===== config.mk =====
export PLATFORM = sky130hd
export DESIGN_NAME = clock_monitor_and_mode_regs
export DESIGN_NICKNAME = d
export VERILOG_FILES = /design/src/verilog/clock_monitor_and_mode_regs.v /design/src/verilog/clock_flag_builder.v /design/src/verilog/highz_force_gate.v
export VERILOG_INCLUDE_DIRS = /design/src /design/src/include
export SDC_FILE = /design/constraint.sdc
export NUM_CORES = 1
export LEC_CHECK = 0
export ABC_AREA = 1
export BUFFER_PORTS_ARGS = -buffer_cell sky130_fd_sc_hd__buf_4
export CAP_MARGIN = 20
export CORE_ASPECT_RATIO = 1.2
export CORE_MARGIN = 2
export CORE_UTILIZATION = 53
export DETAILED_ROUTE_END_ITERATION = 16
export PLACE_DENSITY = 0.84
export SLEW_MARGIN = 25
export SYNTH_ARGS = -nofsm -noshare
export SYNTH_HDL_FRONTEND = slang
export SYNTH_HIERARCHICAL = 1
export SYNTH_SLANG_ARGS = --single-unit

===== constraint.sdc =====
create_clock -name clock -period 1.8 [get_ports clock]
set_input_delay 0.27 -clock clock [delete_from_list [all_inputs] [get_ports clock]]
set_output_delay 0.27 -clock clock [all_outputs]
set_load 0.05 [all_outputs]

===== src/include/clock_monitor_map.vh =====
// register offsets, field positions and reset values of the clock monitor slice
`ifndef CLOCK_MONITOR_MAP_VH
`define CLOCK_MONITOR_MAP_VH
`define ADDR_RATE_MONITOR      8'h37
`define ADDR_RATIO_LOW         8'h38
`define ADDR_CLOCK_FLAGS       8'h39
`define ADDR_PROGRAM_HIGHZ     8'h40
`define RESET_CLOCK_FLAGS      8'h00
`define RESET_PROGRAM_HIGHZ    8'h01
`define RESET_RATIO            10'h000
`define RESET_FLAGS            6'h00
`define RESET_PROGRAM          2'h1
`define RESERVED_FLAGS_RESET   2'h0
`define RESERVED_PGM_RESET     4'h0
`define FLAG_RATE              0
`define FLAG_SCLK_VALID        1
`define FLAG_SCLK_MISSING      2
`define FLAG_PLL_LOCK          3
`define FLAG_PLL_OVERRATE      4
`define FLAG_SCLK_RANGE        5
`define FIELD_LEFT_HIGHZ       3
`define FIELD_RIGHT_HIGHZ      2
`define RATIO_MIN              10'h020
`define RATIO_MAX              10'h200
`define RATE_AUTO              4'h0
`define PROGRAM_RAM            2'h0
`define PROGRAM_ROM1           2'h1
`define PROGRAM_ROM2           2'h2
`define PROGRAM_ROM3           2'h3
`endif


===== src/verilog/clock_monitor_and_mode_regs.v =====
// register slice: clock detection status, bit clock ratio, forced high-z and dsp program
//
// Behaviour
// - the low eight bits of the measured bit clocks per frame read back as a read-only byte.
// - in automatic rate mode status bit 0 shows whether the detected sample rate is valid.
// - with a fixed rate configured status bit 0 flags an error when it differs from the detected rate.
// - the rate error flag is raised even when rate errors are set to be ignored.
// - status bit 1 shows the bit clock valid only when its ratio is stable and within 32 to 512.
// - status bit 2 shows that the bit clock is missing.
// - status bit 3 shows pll lock and reads unlocked while the pll is disabled.
// - status bit 4 shows the pll running above its allowed rate.
// - status bit 5 shows the bit clock faster or slower than allowed.
// - writing 1 to control bit 3 forces the left channel to high impedance.
// - clearing a force bit hands the channel back to the channel state control.
// - writing 1 to control bit 2 forces the right channel to high impedance, 0 releases it.
// - a forced channel is released by a software write of 0 to its force bit or by reset.
// - the force bits have no effect while outputs are paralleled.
// - a two-bit program selector resetting to 01 picks ram or rom program one to three.
// - the top two ratio bits read in a separate read-only field forming the full count.
`timescale 1ns/100ps
`default_nettype none
`include "clock_monitor_map.vh"
module clock_monitor_and_mode_regs (
  // clock and reset
  input  wire       clock,
  input  wire       reset,
  // register port
  input  wire [7:0] regAddress,
  input  wire       regWrite,
  input  wire       regRead,
  input  wire [7:0] regWriteData,
  output reg  [7:0] regReadData,
  // detector inputs
  input  wire [3:0] configuredRate,
  input  wire [3:0] detectedRate,
  input  wire       detectedRateValid,
  input  wire [9:0] sclkRatio,
  input  wire       sclkRatioStable,
  input  wire       sclkMissing,
  input  wire       pllEnable,
  input  wire       pllLocked,
  input  wire       pllOverrate,
  input  wire       sclkOutOfRange,
  // channel control
  input  wire       paralleledBridgeOutput,
  input  wire       normalLeftHighz,
  input  wire       normalRightHighz,
  output wire       leftHighz,
  output wire       rightHighz,
  // dsp program
  output wire [1:0] dspProgram,
  output wire       programFromRam
);
  // live flags and captured copies
  wire [5:0] liveFlags;
  reg  [5:0] clockCheckFlags;
  reg  [9:0] ratio;
  reg  [1:0] flagsReserved;
  // program and high-z control register
  reg  [3:0] programReserved;
  reg        forceLeftHighz;
  reg        forceRightHighz;
  reg  [1:0] programSelect;
  reg  [7:0] next_readData;

  clock_flag_builder flagBuilder (
    .configuredRate    (configuredRate),
    .detectedRate      (detectedRate),
    .detectedRateValid (detectedRateValid),
    .sclkRatio         (sclkRatio),
    .sclkRatioStable   (sclkRatioStable),
    .sclkMissing       (sclkMissing),
    .pllEnable         (pllEnable),
    .pllLocked         (pllLocked),
    .pllOverrate       (pllOverrate),
    .sclkOutOfRange    (sclkOutOfRange),
    .flags             (liveFlags)
  );

  // status and ratio follow detector every cycle, untouched by reads or writes
  always @(posedge clock) begin
    if (reset) begin
      clockCheckFlags <= `RESET_FLAGS;
      ratio           <= `RESET_RATIO;
    end else begin
      clockCheckFlags <= liveFlags;
      ratio           <= sclkRatio;
    end
  end

  // writable fields; only reset or a software write changes the force bits
  always @(posedge clock) begin
    if (reset) begin
      flagsReserved   <= `RESERVED_FLAGS_RESET;
      programReserved <= `RESERVED_PGM_RESET;
      forceLeftHighz  <= 1'b0;
      forceRightHighz <= 1'b0;
      programSelect   <= `RESET_PROGRAM;
    end else if (regWrite) begin
      if (regAddress == `ADDR_CLOCK_FLAGS) begin
        flagsReserved <= regWriteData[7:6];
      end
      if (regAddress == `ADDR_PROGRAM_HIGHZ) begin
        programReserved <= regWriteData[7:4];
        forceLeftHighz  <= regWriteData[`FIELD_LEFT_HIGHZ];
        forceRightHighz <= regWriteData[`FIELD_RIGHT_HIGHZ];
        programSelect   <= regWriteData[1:0];
      end
    end
  end

  // read data mux
  always @* begin
    next_readData = 8'h00;
    case (regAddress)
      `ADDR_RATE_MONITOR:  next_readData = {2'h0, ratio[9:8], 4'h0};
      `ADDR_RATIO_LOW:     next_readData = ratio[7:0];
      `ADDR_CLOCK_FLAGS:   next_readData = {flagsReserved, clockCheckFlags};
      `ADDR_PROGRAM_HIGHZ: next_readData = {programReserved, forceLeftHighz, forceRightHighz, programSelect};
      default:             next_readData = 8'h00;
    endcase
  end

  // registered read data, loaded on a read strobe
  always @(posedge clock) begin
    if (reset) begin
      regReadData <= 8'h00;
    end else if (regRead) begin
      regReadData <= next_readData;
    end
  end

  // per-channel output state
  highz_force_gate leftGate (
    .forceBit         (forceLeftHighz),
    .paralleledBridge (paralleledBridgeOutput),
    .normalHighz      (normalLeftHighz),
    .channelHighz     (leftHighz)
  );

  highz_force_gate rightGate (
    .forceBit         (forceRightHighz),
    .paralleledBridge (paralleledBridgeOutput),
    .normalHighz      (normalRightHighz),
    .channelHighz     (rightHighz)
  );

  // program selection outputs
  assign dspProgram     = programSelect;
  assign programFromRam = (programSelect == `PROGRAM_RAM);
endmodule
`default_nettype wire


===== src/verilog/clock_flag_builder.v =====
// assembles the six clock detection flags from detector levels
`timescale 1ns/100ps
`default_nettype none
`include "clock_monitor_map.vh"
module clock_flag_builder (
  // detector levels
  input  wire [3:0] configuredRate,
  input  wire [3:0] detectedRate,
  input  wire       detectedRateValid,
  input  wire [9:0] sclkRatio,
  input  wire       sclkRatioStable,
  input  wire       sclkMissing,
  input  wire       pllEnable,
  input  wire       pllLocked,
  input  wire       pllOverrate,
  input  wire       sclkOutOfRange,
  // assembled flags
  output wire [5:0] flags
);
  wire autoMode;
  wire ratioInSpan;
  assign autoMode    = (configuredRate == `RATE_AUTO);
  assign ratioInSpan = (sclkRatio >= `RATIO_MIN) && (sclkRatio <= `RATIO_MAX);
  // rate flag: validity in auto mode, mismatch error otherwise; ignore option not consulted
  assign flags[`FLAG_RATE] = autoMode ? detectedRateValid
                                      : (configuredRate != detectedRate);
  assign flags[`FLAG_SCLK_VALID]   = sclkRatioStable & ratioInSpan;
  assign flags[`FLAG_SCLK_MISSING] = sclkMissing;
  assign flags[`FLAG_PLL_LOCK]     = pllEnable & pllLocked;
  assign flags[`FLAG_PLL_OVERRATE] = pllOverrate;
  assign flags[`FLAG_SCLK_RANGE]   = sclkOutOfRange;
endmodule
`default_nettype wire


===== src/verilog/highz_force_gate.v =====
// combines one channel's forced high-impedance bit with its normal state control
`timescale 1ns/100ps
`default_nettype none
module highz_force_gate (
  // controls
  input  wire forceBit,
  input  wire paralleledBridge,
  input  wire normalHighz,
  // result
  output wire channelHighz
);
  // force wins unless outputs are paralleled; cleared force hands back to normal control
  assign channelHighz = (forceBit & ~paralleledBridge) | normalHighz;
endmodule
`default_nettype wire


==> qor.yml <==
syn_inst: 245
p_clk_share_pct: 30.1
cpMostUsedCell: "nand2_1"
die_area_sq_um: 3790
synth-warning-count: 6
route.vias.total: 1631
p_sw_uw: 356.5
fin_crit_sh_pct: 73.65
combPwrFrac_pct: 15.1
routed_via_density: 4.783
crit_chain: "nand2_1 -> nand2_1 -> buf_4"
worst_slew_pin_slew_ns: 0.3069
finalCriticalPeriod_ns: 1.326
final_hold_viol_count: 0
syn_area_sq_um: 1755
cts.path.max_buffers: 2
clkTransAtPathRegs_ns: 0.10
dpl_cell_area_sq_um: 2185
crit_arrival_ns: 1.06
nNetsFinal: 352
crit_type: "flip-flop to primary output"
start_util_pct: 56.44
fmax_mhz: 754.3
grt.total_usage_pct: 21.05
areaGrowthSynthToFinish_pct: 27.87
cts_hold_buf: 0
path_max_fanout: 3
power_frac_seq_pct: 54.8
ys_types: 25
dpl.cell_count: 333
nFillCells: 264
routed_wl_microns: 3547
p_total_mw: 1.419
final-max-slew-violation-count: 0
setup_tns_ns: 0
grt_max_degree: 28
post_cts_buffers: 0
maxCapViolations: 0
gp_congestion: 0.8579
numCtsBuffers: 5
synth_nets: 293
setup_viol: 0
antenna_found_initial: 0
crit_path_top_delay_cell: "dfxtp_1"
avgRoutedWirePerCell_microns: 10.40
p_leak_nw: 1.199
cts_sinks: 34
path_buf_inv: 1
p_sw_share_pct: 25.12
drc: 0
critPathMaxStageDelay_ns: 0.41
dieHeight_microns: 67.05
root_buffer: "clkbuf_4"
antenna_cells: 0
outcome: "finished clean"
die_w_microns: 56.54
grt_pass1_wl_microns: 6210
cp.required_ns: 1.53
worst_setup_path_end_kind: "primary output"
grt_pass1_vias: 1592
crit_family: "flip-flops"
syn_avg_cell_area_sq_um: 7.165
startpoint_type: "flip-flop"
dp_hpwl_microns: 2815
grt_overflow: 0
h-tree-depth: 2
holdCritPathClass: "input pin to flip-flop"
fin_area_sq_um: 2245
fin_worst_skew_ns: 0.009337
vdd.ir_drop.worst_mv: 0.4879
detail-route-antenna-nets: 0
yosysSeqAreaShare_pct: 38.77
io_buffers: 60
drive_gt1_share_pct: 31.15
stdcell_count: 341
tritoncts: "done"
initialDrtViolationCount: 63
cts_resized: 0
slew_headroom_pct: 79.54
rows: 22
yosys_register_bits: 34
dr.pass1.iters: 4
rsz0062_at_grt: "false"
num_io_pins: 61
worstSkewPairLatency_ns: 0.33
p_int_mw: 1.063
core_area_sq_um: 3110
powerDensity_nw_per_um2: 632.2
[flip-flops by register name (all words and copies together) (netlist names)]
signal           cells
ratio               10
regReadData          8
clockCheckFlags      6
programReserved      4
dspProgram           2
flagsReserved        2
forceLeftHighz       1
forceRightHighz      1
[synthesized netlist by cell type]
cell type | number | area (sq um)
nand3_4 | 1 | 17.52
nor2_8 | 5 | 100.1
nand2_1 | 49 | 183.9
buf_2 | 1 | 5.000
clkinv_1 | 1 | 3.750
nand3_1 | 33 | 165.2
a21oi_2 | 7 | 61.31
buf_1 | 1 | 3.750
nand4_1 | 1 | 6.260
or2_0 | 1 | 6.260
nand3_2 | 3 | 30.03
nand2_4 | 3 | 33.78
and2_1 | 1 | 6.260
clkinv_2 | 2 | 10.01
clkbuf_1 | 1 | 3.750
dfxtp_1 | 34 | 680.7
inv_2 | 4 | 15.01
buf_12 | 1 | 20.02
nand2_2 | 3 | 18.77
a21oi_1 | 4 | 20.02
nor2_1 | 42 | 157.7
buf_4 | 3 | 22.52
inv_1 | 34 | 127.6
buf_6 | 1 | 11.26
o21ai_1 | 9 | 45.04
[path summary, 6_finish.rpt]
kind / startpoint / to / slack, ns / cells past startpoint
worst max register to register: dspProgram[1]$_SDFFE_PP0P_ / regReadData[1]$_SDFFE_PP0P_ / 0.96 / 4
worst min-delay path: regWriteData[0] / dspProgram[0]$_SDFFE_PP1P_ / 0.14 / 3
worst max-delay path: forceLeftHighz$_SDFFE_PP0P_ / leftHighz / 0.47 / 3
worst min register to register: regReadData[1]$_SDFFE_PP0P_ / regReadData[1]$_SDFFE_PP0P_ / 0.49 / 2
[worst register-to-register path, stage by stage, from the launching register on]
cell	delay, ns
dfxtp_1	0.40
nand3_1	0.10
nand3_1	0.10
nand2_1	0.08
a21oi_2	0.11
[cells by family (layout without fill, tap and decap cells)]
kind of cell / Yosys count / count (layout) / synth area share (%)
buf+inv: 49 / 109 / 12.69
flops: 34 / 34 / 38.77
compound gates: 20 / 20 / 7.199
simple gates: 142 / 142 / 41.34
[power groups by stage]
stage	registers [mW]	clock network [mW]	logic [mW]
final	0.778	0.427	0.215
after global routing	0.780	0.469	0.241
after CTS	0.778	0.436	0.217
after detailed placement	0.795	0	0.217
after global placement	0.796	0	0.213
after floorplan	0.794	0	0.118
[per-layer routing]
layer,vias to the layer above,part of all wire (%),GRT usage (%)
met3,6,6.5,5.049
met2,58,52,39.97
met5,-,0,0
met4,0,1.6,10.12
li1,868,-,-
met1,699,40,21.33
[metrics by stage]
step	utilization (%)	hold slack, ns	setup slack, ns
2_1_floorplan	-	0.3770	0.3179
3_3_place_gp	70.23	0.4587	0.5604
3_5_place_dp	70.23	0.4694	0.4957
4_1_cts	72.16	0.1311	0.4519
5_1_grt	72.16	0.1262	0.4050
6_report	72.16	0.1351	0.4743
[cell type report]
class                      instances  area, sq um  area share, %
clock buffer                       7        55.05          2.453
sequential                        34        680.7          30.32
multi-input combinational        162        852.1          37.96
inverter                          41        156.4          6.968
tap                               36        45.04          2.007
timing repair buffer              60        450.4          20.07
clock inverter                     1        5.005         0.2230
[cell usage in the layout, fill, tap and decap left out]
cell type	n
buf_4	60
inv_2	4
nand3_1	33
nand3_2	3
nand2_2	3
o21ai_1	9
a21oi_1	4
and2_1	1
nor2_1	42
nand2_4	3
clkbuf_4	5
clkinv_1	1
inv_1	34
clkbuf_8	1
a21oi_2	7
nand4_1	1
or2_0	1
nand2_1	49
clkinv_2	3
clkbuf_1	1
nor2_8	5
dfxtp_1	34
nand3_4	1
(Power assumes the default switching activity.)
